### config.mk
export PLATFORM = sky130hd
export DESIGN_NAME = scfg_config_core
export DESIGN_NICKNAME = d
export VERILOG_FILES = /design/src/verilog/scfg_pkg.sv /design/src/verilog/scfg_mode_if.sv /design/src/verilog/scfg_config_core.sv /design/src/verilog/scfg_mode_decode.sv
export SDC_FILE = /design/constraint.sdc
export NUM_CORES = 1
export LEC_CHECK = 0
export BUFFER_PORTS_ARGS = -buffer_cell sky130_fd_sc_hd__clkbuf_2
export CAP_MARGIN = 20
export CORE_MARGIN = 2
export CORE_UTILIZATION = 50
export CTS_CLUSTER_SIZE = 20
export DETAILED_ROUTE_END_ITERATION = 8
export GPL_ROUTABILITY_DRIVEN = 0
export GPL_TIMING_DRIVEN = 0
export PLACE_DENSITY_LB_ADDON = 0.25
export REMOVE_ABC_BUFFERS = 1
export SLEW_MARGIN = 25
export SYNTH_ARGS = -nofsm -noshare
export SYNTH_HDL_FRONTEND = slang
export SYNTH_HIERARCHICAL = 1
export SYNTH_SLANG_ARGS = --single-unit
### constraint.sdc
create_clock -name core_clk -period 8.9 [get_ports core_clk]
set_clock_uncertainty 0.2 [all_clocks]
set_input_delay 0 -clock core_clk [delete_from_list [all_inputs] [get_ports core_clk]]
set_output_delay 0 -clock core_clk [all_outputs]
set_load 0.03 [all_outputs]
### src/verilog/scfg_pkg.sv
// Constants and types for the power-mode and output-format config block.
// Assumes a byte-wide register port and a 10 MHz core clock.
package scfg_pkg;

  // Register location and reset contents
  localparam logic [7:0] CFG_ADDR = 8'h16;
  localparam logic [7:0] CFG_RESET = 8'h00;
  // Bit 2 is unused: writes to it are dropped
  localparam logic [7:0] CFG_WRITE_MASK = 8'hFB;

  // Field positions
  localparam int WAKE_SEL_HI = 7;
  localparam int WAKE_SEL_LO = 6;
  localparam int SLEEP_SEL_HI = 5;
  localparam int SLEEP_SEL_LO = 4;
  localparam int BYTE_ORDER_BIT = 3;
  localparam int TEMP_INC_BIT = 1;
  localparam int FAST_READ_BIT = 0;

  // Rate register nibbles
  localparam int WAKE_NIB_HI = 7;
  localparam int WAKE_NIB_LO = 4;
  localparam int SLEEP_NIB_HI = 3;
  localparam int SLEEP_NIB_LO = 0;

  // Widths
  localparam int IDLE_W = 12;
  localparam int CODE_W = 4;
  // (idle + 1) shifted by up to 15 decimation steps
  localparam int PERIOD_W = 28;

  // Output data map used by the read pointer
  localparam logic [7:0] TEMP_ADDR = 8'h01;
  localparam logic [7:0] OUT_FIRST = 8'h04;
  localparam logic [7:0] OUT_LAST = 8'h09;
  localparam logic [7:0] MAG_FIRST = 8'h0A;
  localparam logic [7:0] MAG_LAST = 8'h0B;
  localparam logic [7:0] BUF_FIRST = 8'h0E;
  localparam logic [7:0] BUF_LAST = 8'h13;

  typedef enum logic [1:0] {
    SCFG_LOW_POWER = 2'b00,
    SCFG_HIGH_PERF = 2'b01,
    SCFG_FLEXIBLE = 2'b10
  } scfg_pmode_type;

  typedef enum logic [0:0] {
    SCFG_RD_IDLE = 1'b0,
    SCFG_RD_BURST = 1'b1
  } scfg_rdstate_type;

endpackage
### src/verilog/scfg_mode_if.sv
// Carrier between the config core and its power-mode decoder.
// Assumes both ends sit in the core clock domain.
`timescale 1ns/100ps
interface scfg_mode_if;
  logic [7:0] cfgBits;
  logic [7:0] rateReg;
  logic [scfg_pkg::IDLE_W-1:0] wakeIdle;
  logic [scfg_pkg::IDLE_W-1:0] sleepIdle;
  scfg_pkg::scfg_pmode_type wakeSel;
  scfg_pkg::scfg_pmode_type sleepSel;
  logic [scfg_pkg::CODE_W-1:0] wakeRate;
  logic [scfg_pkg::CODE_W-1:0] wakeDec;
  logic [scfg_pkg::CODE_W-1:0] sleepRate;
  logic [scfg_pkg::CODE_W-1:0] sleepDec;
  logic [scfg_pkg::PERIOD_W-1:0] wakePeriod;
  logic [scfg_pkg::PERIOD_W-1:0] sleepPeriod;

  modport core (
    output cfgBits, rateReg, wakeIdle, sleepIdle,
    input wakeSel, sleepSel, wakeRate, wakeDec, sleepRate, sleepDec,
    input wakePeriod, sleepPeriod
  );
  modport decoder (
    input cfgBits, rateReg, wakeIdle, sleepIdle,
    output wakeSel, sleepSel, wakeRate, wakeDec, sleepRate, sleepDec,
    output wakePeriod, sleepPeriod
  );
endinterface // scfg_mode_if

### src/verilog/scfg_config_core.sv
// Power-mode and output-format configuration register with read formatter.
// Assumes a synchronous byte register port and sample words supplied
// for the pair that holds the current read pointer.
`timescale 1ns/100ps
module scfg_config_core (
  input wire logic core_clk,
  input wire logic rst_n,
  input wire logic ce,
  input wire logic [7:0] regAddr,
  input wire logic regWrEn,
  input wire logic [7:0] regWrData,
  input wire logic regRdEn,
  output logic [7:0] regRdData,
  input wire logic burstStart,
  input wire logic burstNext,
  input wire logic burstStop,
  input wire logic [11:0] sampleWord,
  input wire logic [7:0] rateReg,
  input wire logic [scfg_pkg::IDLE_W-1:0] wakeIdle,
  input wire logic [scfg_pkg::IDLE_W-1:0] sleepIdle,
  output logic [7:0] cfgValue,
  output scfg_pkg::scfg_pmode_type wakePowerSel,
  output scfg_pkg::scfg_pmode_type sleepPowerSel,
  output logic [scfg_pkg::CODE_W-1:0] wakeRateCode,
  output logic [scfg_pkg::CODE_W-1:0] wakeDecimationCode,
  output logic [scfg_pkg::CODE_W-1:0] sleepRateCode,
  output logic [scfg_pkg::CODE_W-1:0] sleepDecimationCode,
  output logic [scfg_pkg::PERIOD_W-1:0] wakePeriod,
  output logic [scfg_pkg::PERIOD_W-1:0] sleepPeriod,
  output logic byteOrderSel,
  output logic tempInAutoinc,
  output logic fastRead,
  output logic burstActive,
  output logic [7:0] rdPtr,
  output logic [7:0] fmtByte
);

  typedef struct packed {
    logic [7:0] cfg;
    logic [7:0] rdData;
    scfg_pkg::scfg_rdstate_type rdState;
    logic [7:0] ptr;
    logic [7:0] fmt;
    scfg_pkg::scfg_pmode_type wakeSel;
    scfg_pkg::scfg_pmode_type sleepSel;
    logic [scfg_pkg::CODE_W-1:0] wakeRate;
    logic [scfg_pkg::CODE_W-1:0] wakeDec;
    logic [scfg_pkg::CODE_W-1:0] sleepRate;
    logic [scfg_pkg::CODE_W-1:0] sleepDec;
    logic [scfg_pkg::PERIOD_W-1:0] wakePer;
    logic [scfg_pkg::PERIOD_W-1:0] sleepPer;
  } scfg_state_type;

  localparam scfg_state_type STATE_RESET = '{
    cfg: scfg_pkg::CFG_RESET,
    rdData: 8'h00,
    rdState: scfg_pkg::SCFG_RD_IDLE,
    ptr: 8'h00,
    fmt: 8'h00,
    wakeSel: scfg_pkg::SCFG_LOW_POWER,
    sleepSel: scfg_pkg::SCFG_LOW_POWER,
    wakeRate: 4'h0,
    wakeDec: 4'h0,
    sleepRate: 4'h0,
    sleepDec: 4'h0,
    wakePer: '0,
    sleepPer: '0
  };

  scfg_state_type st;
  scfg_state_type next_st;

  // Axis data: current output and buffer, both formatted and skippable
  function automatic logic is_axis(input logic [7:0] addr);
    return ((addr >= scfg_pkg::OUT_FIRST) &&
            (addr <= scfg_pkg::OUT_LAST)) ||
           ((addr >= scfg_pkg::BUF_FIRST) &&
            (addr <= scfg_pkg::BUF_LAST));
  endfunction

  function automatic logic is_formatted(input logic [7:0] addr);
    return is_axis(addr) ||
           ((addr >= scfg_pkg::MAG_FIRST) &&
            (addr <= scfg_pkg::MAG_LAST));
  endfunction

  // Pairs start on even addresses; bit 0 marks the upper address
  function automatic logic [7:0] format_byte(
    input logic [11:0] s,
    input logic [7:0] addr,
    input logic [7:0] cfg
  );
    logic upper;
    upper = addr[0];
    if (!is_formatted(addr)) begin
      return upper ? {4'h0, s[11:8]} : s[7:0];
    end
    if (cfg[scfg_pkg::FAST_READ_BIT]) begin
      return upper ? 8'h00 : s[11:4];
    end
    if (cfg[scfg_pkg::BYTE_ORDER_BIT]) begin
      return upper ? {s[3:0], 4'h0} : s[11:4];
    end
    return upper ? {4'h0, s[11:8]} : s[7:0];
  endfunction

  function automatic logic [7:0] advance_ptr(
    input logic [7:0] addr,
    input logic [7:0] cfg
  );
    logic [7:0] nxt;
    nxt = addr + 8'h01;
    if (cfg[scfg_pkg::FAST_READ_BIT] && is_axis(addr) && !addr[0]) begin
      nxt = addr + 8'h02;
    end
    if ((nxt == scfg_pkg::TEMP_ADDR) && !cfg[scfg_pkg::TEMP_INC_BIT]) begin
      nxt = nxt + 8'h01;
    end
    return nxt;
  endfunction

  scfg_mode_if modeBus ();

  assign modeBus.cfgBits = st.cfg;
  assign modeBus.rateReg = rateReg;
  assign modeBus.wakeIdle = wakeIdle;
  assign modeBus.sleepIdle = sleepIdle;

  scfg_mode_decode u_decode (
    .mode(modeBus.decoder)
  );

  always_comb begin
    next_st = st;
    // Write path: bit 2 has no storage behind it
    if (regWrEn && (regAddr == scfg_pkg::CFG_ADDR)) begin
      next_st.cfg = regWrData & scfg_pkg::CFG_WRITE_MASK;
    end
    // Read path; other addresses belong to neighbouring blocks
    if (regRdEn) begin
      if (regAddr == scfg_pkg::CFG_ADDR) begin
        next_st.rdData = st.cfg;
      end else begin
        next_st.rdData = 8'h00;
      end
    end
    // Mode decode held in flops so outputs stay glitch free
    next_st.wakeSel = modeBus.wakeSel;
    next_st.sleepSel = modeBus.sleepSel;
    next_st.wakeRate = modeBus.wakeRate;
    next_st.wakeDec = modeBus.wakeDec;
    next_st.sleepRate = modeBus.sleepRate;
    next_st.sleepDec = modeBus.sleepDec;
    next_st.wakePer = modeBus.wakePeriod;
    next_st.sleepPer = modeBus.sleepPeriod;
    // Burst pointer; a start always wins, so a stuck burst can be restarted
    case (st.rdState)
      scfg_pkg::SCFG_RD_IDLE: begin
        if (burstStart) begin
          next_st.ptr = regAddr;
          next_st.rdState = scfg_pkg::SCFG_RD_BURST;
        end
      end
      scfg_pkg::SCFG_RD_BURST: begin
        if (burstStart) begin
          next_st.ptr = regAddr;
        end else if (burstStop) begin
          next_st.rdState = scfg_pkg::SCFG_RD_IDLE;
        end else if (burstNext) begin
          next_st.ptr = advance_ptr(st.ptr, st.cfg);
        end
      end
      default: begin
        next_st.rdState = scfg_pkg::SCFG_RD_IDLE;
      end
    endcase
    // Formatted byte for the address now under the pointer
    next_st.fmt = format_byte(sampleWord, st.ptr, st.cfg);
  end

  always_ff @(posedge core_clk or negedge rst_n) begin
    if (!rst_n) begin
      st <= STATE_RESET;
    end else if (ce) begin
      st <= next_st;
    end
  end

  assign regRdData = st.rdData;
  assign cfgValue = st.cfg;
  assign wakePowerSel = st.wakeSel;
  assign sleepPowerSel = st.sleepSel;
  assign wakeRateCode = st.wakeRate;
  assign wakeDecimationCode = st.wakeDec;
  assign sleepRateCode = st.sleepRate;
  assign sleepDecimationCode = st.sleepDec;
  assign wakePeriod = st.wakePer;
  assign sleepPeriod = st.sleepPer;
  assign byteOrderSel = st.cfg[scfg_pkg::BYTE_ORDER_BIT];
  assign tempInAutoinc = st.cfg[scfg_pkg::TEMP_INC_BIT];
  assign fastRead = st.cfg[scfg_pkg::FAST_READ_BIT];
  assign burstActive = (st.rdState == scfg_pkg::SCFG_RD_BURST);
  assign rdPtr = st.ptr;
  assign fmtByte = st.fmt;

endmodule // scfg_config_core

### src/verilog/scfg_mode_decode.sv
// Power-mode decoder: splits the rate register by the selected modes.
// Assumes it is purely combinational; the core registers its results.
`timescale 1ns/100ps
module scfg_mode_decode (
  scfg_mode_if.decoder mode
);

  function automatic scfg_pkg::scfg_pmode_type pm_decode(
    input logic [1:0] field
  );
    if (field[1]) begin
      return scfg_pkg::SCFG_FLEXIBLE;
    end else if (field[0]) begin
      return scfg_pkg::SCFG_HIGH_PERF;
    end
    return scfg_pkg::SCFG_LOW_POWER;
  endfunction

  // Period in base ticks: (idle + 1) times a power-of-two decimation
  function automatic logic [scfg_pkg::PERIOD_W-1:0] flex_period(
    input logic [scfg_pkg::IDLE_W-1:0] idle,
    input logic [scfg_pkg::CODE_W-1:0] code
  );
    logic [scfg_pkg::PERIOD_W-1:0] base;
    base = scfg_pkg::PERIOD_W'(idle) + scfg_pkg::PERIOD_W'(1);
    return base << code;
  endfunction

  logic [scfg_pkg::CODE_W-1:0] wakeNib;
  logic [scfg_pkg::CODE_W-1:0] sleepNib;
  logic wakeFlex;
  logic sleepFlex;

  assign wakeNib = mode.rateReg[scfg_pkg::WAKE_NIB_HI:scfg_pkg::WAKE_NIB_LO];
  assign sleepNib =
    mode.rateReg[scfg_pkg::SLEEP_NIB_HI:scfg_pkg::SLEEP_NIB_LO];

  assign mode.wakeSel = pm_decode(
    mode.cfgBits[scfg_pkg::WAKE_SEL_HI:scfg_pkg::WAKE_SEL_LO]);
  assign mode.sleepSel = pm_decode(
    mode.cfgBits[scfg_pkg::SLEEP_SEL_HI:scfg_pkg::SLEEP_SEL_LO]);

  assign wakeFlex = (mode.wakeSel == scfg_pkg::SCFG_FLEXIBLE);
  assign sleepFlex = (mode.sleepSel == scfg_pkg::SCFG_FLEXIBLE);

  // Upper nibble (wake) or lower nibble (sleep) as rate or decimation
  assign mode.wakeRate = wakeFlex ? 4'h0 : wakeNib;
  assign mode.wakeDec = wakeFlex ? wakeNib : 4'h0;
  assign mode.sleepRate = sleepFlex ? 4'h0 : sleepNib;
  assign mode.sleepDec = sleepFlex ? sleepNib : 4'h0;

  assign mode.wakePeriod = wakeFlex ?
    flex_period(mode.wakeIdle, wakeNib) : '0;
  assign mode.sleepPeriod = sleepFlex ?
    flex_period(mode.sleepIdle, sleepNib) : '0;

endmodule // scfg_mode_decode

* Yosys cells after proc, flatten, opt, wreduce, memory -nomap -nowiden *
Index checks and enable logic that the tools add are counted.

operators by class
  add/sub/neg operators = 5
  $mul = 0
  divide/modulo/power cells = 0
  $lt $le $gt $ge = 6
  equal/unequal tests = 7
  shift-type cells = 2
  mux-type cells = 44
  bitwise logic cells = 1
  reduce and logical (&&, ||, !) cells = 14

operator list
  cell                     number
  $mux W8                  19
  $mux W28                 2
  $shl A28 B4 Y28          2
  $add A12 B1 Y13 const B  2
  $pmux W9 S2              1
  $add A8 B1 Y8 const B    2
  $ge A8 B4 Y1 const B     2
  $le A8 B4 Y1 const B     2
  $mux W4                  4
  $mux W2                  6
  $mux W1                  11
  $mux W9                  1
  $add A8 B2 Y8 const B    1
  $eq A8 B1 Y1 const B     1
  $eq A8 B5 Y1 const B     1
  $ge A8 B3 Y1 const B     1
  $le A8 B5 Y1 const B     1
  $logic_and A1 B1 Y1      7
  $ne A3 B3 Y1 const B     2
  $eq A2 B2 Y1 const B     2
  $reduce_and A2 Y1        2
  $reduce_and A4 Y1        1
  $logic_not A1 Y1         2
  $logic_or A1 B1 Y1       2
  other kinds (2)          2

word-level totals
  flip-flop bits (word level) = 108
  latch bits = 0
  bits in writable memories = 0
  ROM bits = 0
  word-level logic and storage cells = 92
  memories = 0

* Longest topological paths before layout *
Gate-level depths: netlist of run 1.

  depth after elaboration = 17
  gate-level depth with buffers = 15
  mapped depth without buffers = 14

* Hierarchy *
Netlist of run 1, hierarchy kept.

by module, submodules not included
  module            times used  cells each  area an instance (um2)  seq. area each (um2)
  scfg_config_core  1           388         4774.6                  2677.6
  scfg_mode_decode  1           400         2433.6                  0.0

* Worst setup path before layout of run 1 *
No wires, ideal clock.

  kind = reg-to-reg
  start = register st, in the netlist rdPtr[0]
  end = register st, in the netlist rdPtr[1]
  library setup time = 128 ps
  arrival = 2778 ps
  setup slack = 5794 ps
  cell stages (with the launch flop) = 14
  buffers on the path = 1
  cell sequence = dfrtp_1 -> clkbuf_1 -> inv_1 -> ha_1 -> o21ai_0 -> mux2_4 -> o211ai_1 -> a31oi_1 -> ha_1 -> nor3b_1 -> nand3_1 -> nor4_4 -> a211o_2 -> o22ai_1

on the way
  word-level cells in the longest chain between the ends = 17

RTL lines
  what                                                                   RTL line                                        source
  start: declaration                                                     scfg_config_core.sv:70                          scfg_state_type st;
  start signal: assignment                                               scfg_config_core.sv:185                         st <= next_st;
  $ge A8 B3 Y1 (tied with other cells)                                   scfg_config_core.sv:75                          return ((addr >= scfg_pkg::OUT_FIRST) &&
  $logic_and A1 B1 Y1 (on tied branches)                                 scfg_config_core.sv:75, scfg_config_core.sv:77
  $logic_or A1 B1 Y1                                                     scfg_config_core.sv:76                          (addr <= scfg_pkg::OUT_LAST)) ||
  $logic_and A1 B1 Y1 (2 in a row)                                       scfg_config_core.sv:113                         if (cfg[scfg_pkg::FAST_READ_BIT] && is_axis(addr) && !addr[0]) begin
  $mux W8 (*)                                                            scfg_config_core.sv:113
  $mux W8 (*)                                                            scfg_config_core.sv:169                         end else if (burstNext) begin
  $mux W8 (*)                                                            scfg_config_core.sv:167                         end else if (burstStop) begin
  $mux W8 (*)                                                            scfg_config_core.sv:165                         if (burstStart) begin
  $mux W8 (*)                                                            scfg_config_core.sv:157                         case (st.rdState)
  parallel branches: the longest is 2 deep, another holds $add A8 B1 Y8  n/a
  $mux W8 (*)                                                            scfg_config_core.sv:116                         if ((nxt == scfg_pkg::TEMP_ADDR) && !cfg[scfg_pkg::TEMP_INC_BIT]) begin
  $mux W8 (*)                                                            scfg_config_core.sv:169
  $mux W8 (*)                                                            scfg_config_core.sv:167
  $mux W8 (*)                                                            scfg_config_core.sv:165
  $pmux W9 S2 (*)                                                        scfg_config_core.sv:157

Mark *: on every way between the ends. The select of a mux whose other input is x is not followed.
A chain may end at the register's enable or synchronous reset.

* Worst setup path after layout of run 1 *
  start = register st, in the netlist rdPtr[0]
  end = register st, in the netlist rdPtr[0]

Same word-level chain as after synthesis.

==> results of run 1 <==
state kept, by name (all words and copies together), names as in the netlist, 7 cells and up:
signal / flops
fmtByte: 8
rdPtr: 8
regRdData: 7
cfgValue: 7
wakePeriod: 28
sleepPeriod: 28
per-stage QoR:
stage / cell area [sq um] / power (mW) / cells / hold WS, ns / utilization
finish: 8872 / 1.278 / 1146 / 0.04372 / 0.6343
global route: 8872 / 1.349 / 1146 / 0.08014 / 0.6343
CTS: 8872 / 1.284 / 1146 / 0.0002749 / 0.6343
detailed placement: 8125 / 0.8710 / 1085 / -0.2938 / 0.5809
global placement: 8053 / 0.8656 / 1083 / 0.03238 / 0.5757
floorplan: 6947 / 0.7484 / 727 / -0.4956 / -
tightest hold or removal path: cells and delay by family:
kind                   cells  cell delay [ns]
buffers and inverters      1             0.24
AO/OA/AOI/OAI              2             0.21
AND/OR/NAND/NOR            1             0.10
cell type report:
type / instances / area (sq um) / share of cell area
timing repair buffer: 223 / 1414 / 0.1594
tap: 180 / 225.2 / 0.02538
clock buffer: 10 / 239.0 / 0.02694
clock inverter: 6 / 47.55 / 0.005359
sequential: 107 / 2678 / 0.3018
multi-input combinational: 599 / 4190 / 0.4723
inverter: 21 / 78.83 / 0.008885
cell usage in the layout (no fill, tap or decap), types with 9 or more instances in the layout:
cell / netlist / final
ha_1: 9 / 9
nor3_1: 23 / 23
nor2_1: 74 / 74
a21oi_1: 33 / 33
nor2b_1: 13 / 13
inv_1: 20 / 20
dlygate4sd3_1: 0 / 44
nand3_1: 24 / 24
o21a_1: 9 / 9
dfrtp_1: 107 / 107
nand2_1: 71 / 71
nand2b_1: 12 / 12
mux2_2: 87 / 87
clkbuf_16: 0 / 9
clkbuf_2: 1 / 174
a31oi_1: 9 / 9
o22ai_1: 16 / 16
mux2i_1: 10 / 10
o211ai_1: 9 / 9
and2_1: 10 / 10
o21ai_0: 34 / 34
where the power goes:
group	internal [mW]	switching [mW]	total [mW]	leakage [nW]
registers	0.507	0.0349	0.542	1.44
logic	0.136	0.211	0.347	2.58
clock network	0.201	0.187	0.388	0.145
worst paths after layout:
check                              from            end  slack (ns)  cells past startpoint
max                            rdPtr[0]       rdPtr[0]        4.77                     13
min                          burstStart       rdPtr[6]        0.04                      4
max reg2reg                    rdPtr[0]       rdPtr[0]        4.77                     13
min reg2reg                regRdData[5]   regRdData[5]        0.29                      2
max in group asynchronous         rst_n  wakePeriod[5]        7.57                      4
min in group asynchronous         rst_n    cfgValue[1]        0.50                      4
kinds of logic after synthesis:
family,synth area share
simple gates,0.1979
compound gates,0.1857
flops,0.3715
mux,0.1665
buf+inv,0.04773
xor+xnor,0.01458
fa+ha+maj,0.01562
other cells,0.0005202
routing by layer:
metal	wire length, um	vias up	global-route usage	share of wire
met5	0	-	0	0
met4	212	0	0.06250	0.011
met3	1450	20	0.05449	0.073
met2	9284	309	0.4136	0.46
met1	9034	3326	0.3730	0.45
li1	-	3270	-	-
==> results.md, run 1 <==
* Asr flop ratio synth at 1.000
* Post-synthesis cell count at approximately 790
* CP startpoint kind: flip-flop
* Vias at approximately 7k
* Avg Inst Size Synth at between 9 and 10 sq um
* Port bufs at between 150 and 200
* Antenna cells at 0
* Critical Path RT at 8.93 ns
* Post-synth EDFFs at 0
* Post-Syn Area at around 7200 sq um
* H-tree depth at 3
* Sequential area share after synthesis at 0.3715
* Final Hold Viols at 0
* First-pass GRT wire length at 32140 um
* WP buf/inv at 2
* Status: finished clean
* Root buffer cell: clkbuf_16
* Grt total ovfl at 0
* Die area at around 15000 sq um
* WL per Instance at 17.43 um
* Crit Path Max Fanout at 20
* Class of the worst hold path: input port to flip-flop
* Max Cap Viol at 0
* Slowest library cell on the worst path: dfrtp_1
* Pin count of the biggest net entering global routing at 95
* Period minus WS final at 4.129 ns
* Distinct cells, synth at 79
* Peak Freq at ~0.24 GHz
* Final routed DRC violation total at 0
* Gr usage total at 0.2630
* CTS tree: built
* Final Slew Violations at 0
* Ratio of total power to cell area at around 140 nW/um^2
* Initial DRC Count at around 640
* Clock Latency Late Sink at around 0.35 ns
* Initial antenna violation count at 0
* Hold-fix buffers, CTS at 45
* Slew margin rel. at 0.3673
* Cell mode on critical path: ha_1
* RSZ-0062 raised after global routing: false
* Commonest cells post-synth: dfrtp_1 (107), mux2_2 (87), nor2_1 (74)
* Seq cells post-synth at roughly 110
* Fill cell count at 1169
* CTS Buf Count at 9
* Final WL at 19980 um
* Initial Util at 0.5153
* Critical path class: flip-flop to flip-flop
* Period utilization at 0.4639
* Initial DRT Pass Iterations at 5
* Std-Cell Rows at 43
* Main area contributors after synthesis: dfrtp_1 (37%), mux2_2 (14%), nor2_1 (3.9%), nand2_1 (3.7%), o21ai_0 (2.4%)
* Area growth, synth to finish at 23.09%
* Worst-path clk slew at approximately 0.07 ns
* Worst path cell trace: inv_1, ha_1, o21ai_0, mux2_4, o211ai_1, a31oi_1, ha_1, nor3b_1, nand3_1, nor4_4, xnor2_1, a21oi_1, dlygate4sd3_1
* Lkg Pwr at about 4.2 nW
* Post_cts resized at 0
* Final WS setup at approximately 4.8 ns
* Die width at between 100 and 150 um
* Post-route antenna net violation count at 0
* DR vias/cell at ~6.0
* Chip Height at 124.1 um
* Endpoints failing setup at 0
* Setup TNS Final at 0 ns
* Most common cell in the netlist: dfrtp_1
* Nets at between 1k and 1.5k
* CP delay by family, top: flip-flops
* Post-CTS setup buffer count at 0
* Pre-CTS setup slack at 5.358 ns
* # IOs at 180
* Post-synth top flop: dfrtp_1
* Worst path max stage delay at about 0.8 ns
* Vias in the first global route at 6346
* Core Footprint at between 10000 and 15000 sq um
* Post-synth top area cell: dfrtp_1
* DP HPWL at approximately 14000 um
* Crit path DAT at between 4 and 5 ns
* Sink Count at roughly 110
* Worst-margin pin slew at roughly 0.94 ns
* Clk buf depth at 2
* Worst vdd ir at slightly below 100 uV
* Synth warn at 6
* Crit end category: flip-flop
* Post-synth top area share at 0.3715
* Ratio of cells with drive above 1 in the final layout at 0.3188
No activity file was read; power rests on OpenSTA's default activity.
==> inputs of run 2 (changes only) <==
--- a/config.mk
+++ b/config.mk
@@ -8,7 +8,7 @@
 export BUFFER_PORTS_ARGS = -buffer_cell sky130_fd_sc_hd__clkbuf_2
 export CAP_MARGIN = 20
 export CORE_MARGIN = 2
-export CORE_UTILIZATION = 50
+export CORE_UTILIZATION = 49
 export CTS_CLUSTER_SIZE = 20
 export DETAILED_ROUTE_END_ITERATION = 8
 export GPL_ROUTABILITY_DRIVEN = 0
==> constraint.sdc (replaced) <==
create_clock -name core_clk -period 3.61 [get_ports core_clk]
set_clock_uncertainty 0.2 [all_clocks]
set_input_delay 0 -clock core_clk [delete_from_list [all_inputs] [get_ports core_clk]]
set_output_delay 0 -clock core_clk [all_outputs]
set_load 0.03 [all_outputs]
==> run 2 against run 1 <==
  * Final area shrank 0.16%
  * Cell count grew 0.26%
  * Wire length grew 0.75%
  * Hold slack gained 0.030 ns
  * Critical path type unchanged
  * Largest power group unchanged
==> results.md, run 2 (synthesized netlist as in run 1, its figures left out) <==
* Status: finished clean
* Die area at roughly 16000 sq um
* Final WL at about 20000 um
* Final Power at 3.129 mW
* Setup TNS Final at 0 ns
* Worst vdd ir at between 400 and 500 uV
* CP startpoint kind: flip-flop
* Class of the worst hold path: input port to flip-flop
* Critical path class: flip-flop to flip-flop
* Period minus WS final at 3.403 ns
* Worst R2R Start: rdPtr[0]
* Ratio of total power to cell area at 353.3 nW/um^2
* Clock Latency Late Sink at approximately 0.35 ns
* H-tree depth at 3
* Multi-input gate area in the final layout at between 4000 and 5000 sq um
* Vias at approximately 6.8k
* Crit Path Max Fanout at 20
* CTS Buf Count at 9
* Nets at between 1k and 1.5k
* Std-Cell Rows at 44
* WL per Instance at between 15 and 20 um
* WHS Path Cells at 3
* First-pass GRT wire length at 32980 um
* Worst-path clk slew at about 0.08 ns
* Crit end category: flip-flop
* Crit path DAT at about 3.5 ns
* Min-delay src: wakeIdle[0]
* Worst hold margin at approximately 0.074 ns
* Core Footprint at 14480 sq um
* Cell area after layout at slightly below 9000 sq um
* Clk buf depth at 2
* DP Area at between 8000 and 9000 sq um
* Port bufs at about 180
* Die width at 125.3 um
* Pin count of the biggest net entering global routing at roughly 80
* Root buffer cell: clkbuf_16
* Worst Setup SP: rdPtr[0]
* Peak Freq at ~0.29 GHz
* Initial Util at 0.4978
* Area growth, synth to finish at 22.90%
* DP HPWL at 14200 um
* Antenna cells at 0
* Final Slew Violations at 0
* Reg area at 2679 sq um
* RSZ-0062 raised after global routing: false
* DR vias/cell at around 6
* Vias in the first global route at 6520
* Final routed DRC violation total at 0
* Post-route antenna net violation count at 0
* Gr usage total at 0.2556
* Lkg Pwr at about 4.2 nW
* Fill cell count at 1276
* Period utilization at 0.9426
* # IOs at 180
* Max Cap Viol at 0
* Slew margin rel. at 0.3546
* Commonest non-fill, non-tap cell in the layout: clkbuf_2
* Endpoints failing setup at 0
* Sink Count at 107
* Initial DRT Pass Iterations at 5
* Grt total ovfl at 0
* Post-CTS setup buffer count at 0
* Final Hold Viols at 0
* Initial DRC Count at 524
* Commonest non-fill, non-tap cells in the layout: clkbuf_2 (174), dfrtp_1 (106), mux2_2 (87)
* Worst-margin pin slew at between 0.9 and 1 ns
* Chip Height at ~130 um
* FF-to-FF path depth at 11
* Ratio of cells with drive above 1 in the final layout at 0.3192
* CTS tree: built
* Initial antenna violation count at 0
* Critical Path RT at approximately 3.7 ns
[run 2: power by group]
| part | switching, mW | leakage, nW | internal, mW | total [mW] |
|---|---|---|---|---|
| registers | 0.0867 | 1.44 | 1.25 | 1.34 |
| clock network | 0.466 | 0.134 | 0.476 | 0.942 |
| logic | 0.523 | 2.59 | 0.327 | 0.849 |
[run 2: area by class of cell]
class	count	area share
multi-input cells	599	0.4730
flip-flops and latches	107	0.3024
repair buffers	222	0.1585
well taps	184	0.02599
clock buffers	10	0.02585
inverters	21	0.008898
clock inverters	6	0.005367
[run 2: routing by layer]
layer	wire, um	global-route usage	vias up
li1	-	-	3256
met1	8868	0.3406	3292
met2	9598	0.4230	277
met3	1406	0.06247	23
met4	255	0.06078	0
met5	0	0	-
[run 2: metrics by stage]
step / utilization / cells / worst slack (ns)
2_1_floorplan: - / 727 / 0.4297
6_report: 0.6118 / 1149 / 0.2071
3_5_place_dp: 0.5615 / 1089 / 0.1401
4_1_cts: 0.6117 / 1149 / 0.04371
3_3_place_gp: 0.5565 / 1087 / 0.1690
5_1_grt: 0.6118 / 1149 / 0.05826
[run 2: worst max-delay path, stage by stage, from the launching register on]
cell	delay (ns)
dfrtp_2	0.61
inv_1	0.14
ha_1	0.21
o21ai_0	0.15
mux2_4	0.20
o211a_1	0.17
o2111ai_1	0.16
and3_1	0.25
o21ai_0	0.25
o21ai_0	0.12
dlygate4sd3_1	0.56
mux2_2	0.26
[run 2: final timing paths]
check,slack (ns),to
max,0.21,rdPtr[4]
min,0.07,wakePeriod[8]
max reg2reg,0.21,rdPtr[4]
min reg2reg,0.29,regRdData[1]
max in group asynchronous,2.27,rdPtr[0]
min in group asynchronous,0.55,sleepDecimationCode[1]
[run 2: timing repair]
action | 4_1_cts | 5_1_grt
hold buffers | 44 | 0
setup endpoints to repair | 0 | 4
endpoints found under the hold margin | 171 | 0
resized for setup | 0 | 1
==> inputs of run 3 (changes only) <==
--- a/config.mk
+++ b/config.mk
@@ -14,6 +14,7 @@
 export GPL_ROUTABILITY_DRIVEN = 0
 export GPL_TIMING_DRIVEN = 0
 export PLACE_DENSITY_LB_ADDON = 0.25
+export RECOVER_POWER = 25
 export REMOVE_ABC_BUFFERS = 1
 export SLEW_MARGIN = 25
 export SYNTH_ARGS = -nofsm -noshare
==> run 3 against run 2 <==
  * The flow now finishes with violations (max-capacitance violations, max-slew violations)
  * Largest power group unchanged
  * Sequential share of layout area is 0.32 points higher
  * Core utilization is 0.63 points lower
  * Critical endpoint unchanged
  * Die area stayed put
  * Clock-buffer cell count stayed put
==> results.md, run 3 (synthesized netlist as in run 1, its figures left out) <==
* Status: finished, violations left
* Failing checks: max-capacitance violations, max-slew violations
* Period utilization at 0.9409
* Crit Path Max Fanout at 20
* Setup TNS Final at 0 ns
* Endpoints failing setup at 0
* CTS Buf Count at 9
* DR vias/cell at between 5 and 6
* Crit path DAT at about 3.4 ns
* Port bufs at between 150 and 200
* Root buffer cell: clkbuf_16
* Sink Count at 107
* Period minus WS final at roughly 3.4 ns
* Worst R2R Start: rdPtr[0]
* Cell mode on critical path: o21ai_0
* Worst-path clk slew at 0.08 ns
* Pre-CTS setup slack at around 0.14 ns
* Final Slew Violations at 30
* Vias in the first global route at approximately 6.5k
* Chip Height at 125.3 um
* Gr usage total at 0.2556
* Fin util at 0.6055
* Core Footprint at between 10000 and 15000 sq um
* Worst path cell trace: inv_1, ha_1, o21ai_0, mux2_4, o211a_1, o2111ai_1, and3_1, o21ai_0, o21ai_0, dlygate4sd3_1, mux2_2
* Critical path class: flip-flop to flip-flop
* Die width at about 130 um
* Clock Power Share at 0.302
* Grt total ovfl at 0
* Lkg Pwr at 3.969 nW
* RSZ-0062 raised after global routing: false
* Commonest non-fill, non-tap cells in the layout: clkbuf_2 (122), dfrtp_1 (106), mux2_2 (87)
* CP startpoint kind: flip-flop
* Nets at 1037
* Final WL at slightly above 20000 um
* DP HPWL at 14200 um
* Worst hold margin at around 0.073 ns
* Initial DRC Count at ~510
* Clock Latency Late Sink at approximately 0.35 ns
* Placed insts at roughly 1.1k
* Sequential Power Share at 0.429
* Antenna cells at 0
* Combinational cell fraction of total power at 0.270
* Pin count of the biggest net entering global routing at 79
* Final Power at 3.122 mW
* Worst Setup SP: rdPtr[0]
* Non-filler instance count after layout at 1149
* Max Cap Viol at 1
* Final Hold Viols at 0
* Min-delay src: wakeIdle[0]
* Vias at 6865
* # IOs at 180
* Initial antenna violation count at 0
* Area growth, synth to finish at 21.63%
* CTS tree: built
* Peak Freq at 0.2944 GHz
* First-pass GRT wire length at about 33000 um
* Worst-margin pin slew at 1.642 ns
* Class of the worst hold path: input port to flip-flop
* H-tree depth at 3
* Initial DRT Pass Iterations at 6
* Post-route antenna net violation count at 0
* Die area at roughly 16000 sq um
* Switching part of the total at 0.3442
* WL per Instance at between 15 and 20 um
* Internal at around 2.0 mW
* Initial Util at 0.4978
* Ratio of cells with drive above 1 in the final layout at 0.2632
* Clk buf depth at 2
* Std-Cell Rows at 44
* Slew margin rel. at -0.09492
* Worst path max stage delay at 0.61 ns
* Slowest library cell on the worst path: dfrtp_2
* Critical Path RT at roughly 3.7 ns
* Worst vdd ir at 485.3 uV
* DP Area at ~8100 sq um
* Crit end category: flip-flop
* Final routed DRC violation total at 0
* Ratio of total power to cell area at about 360 nW/um^2
* Final WS setup at about 0.21 ns
* Commonest non-fill, non-tap cell in the layout: clkbuf_2
* Cell area after layout at a little under 9000 sq um
* Net switching power at ~1.1 mW
## run 3: what timing repair did
item	CTS	global route
gates resized for setup	0	1
hold buffers	44	0
setup endpoints to repair	0	4
endpoints found under the hold margin	171	0
buffers inserted	0	0
## run 3: cell type report
class | count | area [sq um]
well taps | 184 | 230.2
inverters | 21 | 78.83
fillers | 1296 | 5712
repair buffers | 222 | 1313
multi-input cells | 599 | 4190
clock inverters | 6 | 47.55
flip-flops and latches | 107 | 2679
clock buffers | 10 | 229.0
## run 3: critical path, delay by kind of cell (launching register included)
| kind | cells | cell delay [ns] |
|---|---|---|
| flops | 1 | 0.61 |
| fa+ha+maj | 1 | 0.21 |
| mux | 2 | 0.46 |
| compound gates | 5 | 0.85 |
| buf+inv | 2 | 0.70 |
| simple gates | 1 | 0.25 |
## run 3: path summary, 6_finish.rpt
check / end / cells past startpoint / slack [ns]
min in group asynchronous: sleepPeriod[6] / 4 / 0.71
min reg2reg: fmtByte[0] / 1 / 0.29
max reg2reg: rdPtr[4] / 11 / 0.21
min: wakePeriod[8] / 3 / 0.07
max in group asynchronous: wakePeriod[16] / 4 / 1.02
max: rdPtr[4] / 11 / 0.21
## run 3: power by group through the flow
stage / Combinational [mW] / Sequential [mW] / Clock [mW]
after detailed placement: 0.790 / 1.36 / 0
after CTS: 0.837 / 1.33 / 0.967
final: 0.842 / 1.34 / 0.942
after global routing: 0.918 / 1.35 / 1.02
after global placement: 0.777 / 1.36 / 0
after floorplan: 0.398 / 1.45 / 0
## run 3: per-layer routing
metal  part of all wire  vias up  GRT usage
met5                  0        -          0
met4              0.011        0    0.06078
met3              0.071       19    0.06247
met2               0.48      265     0.4230
met1               0.44     3326     0.3406
li1                   -     3255          -
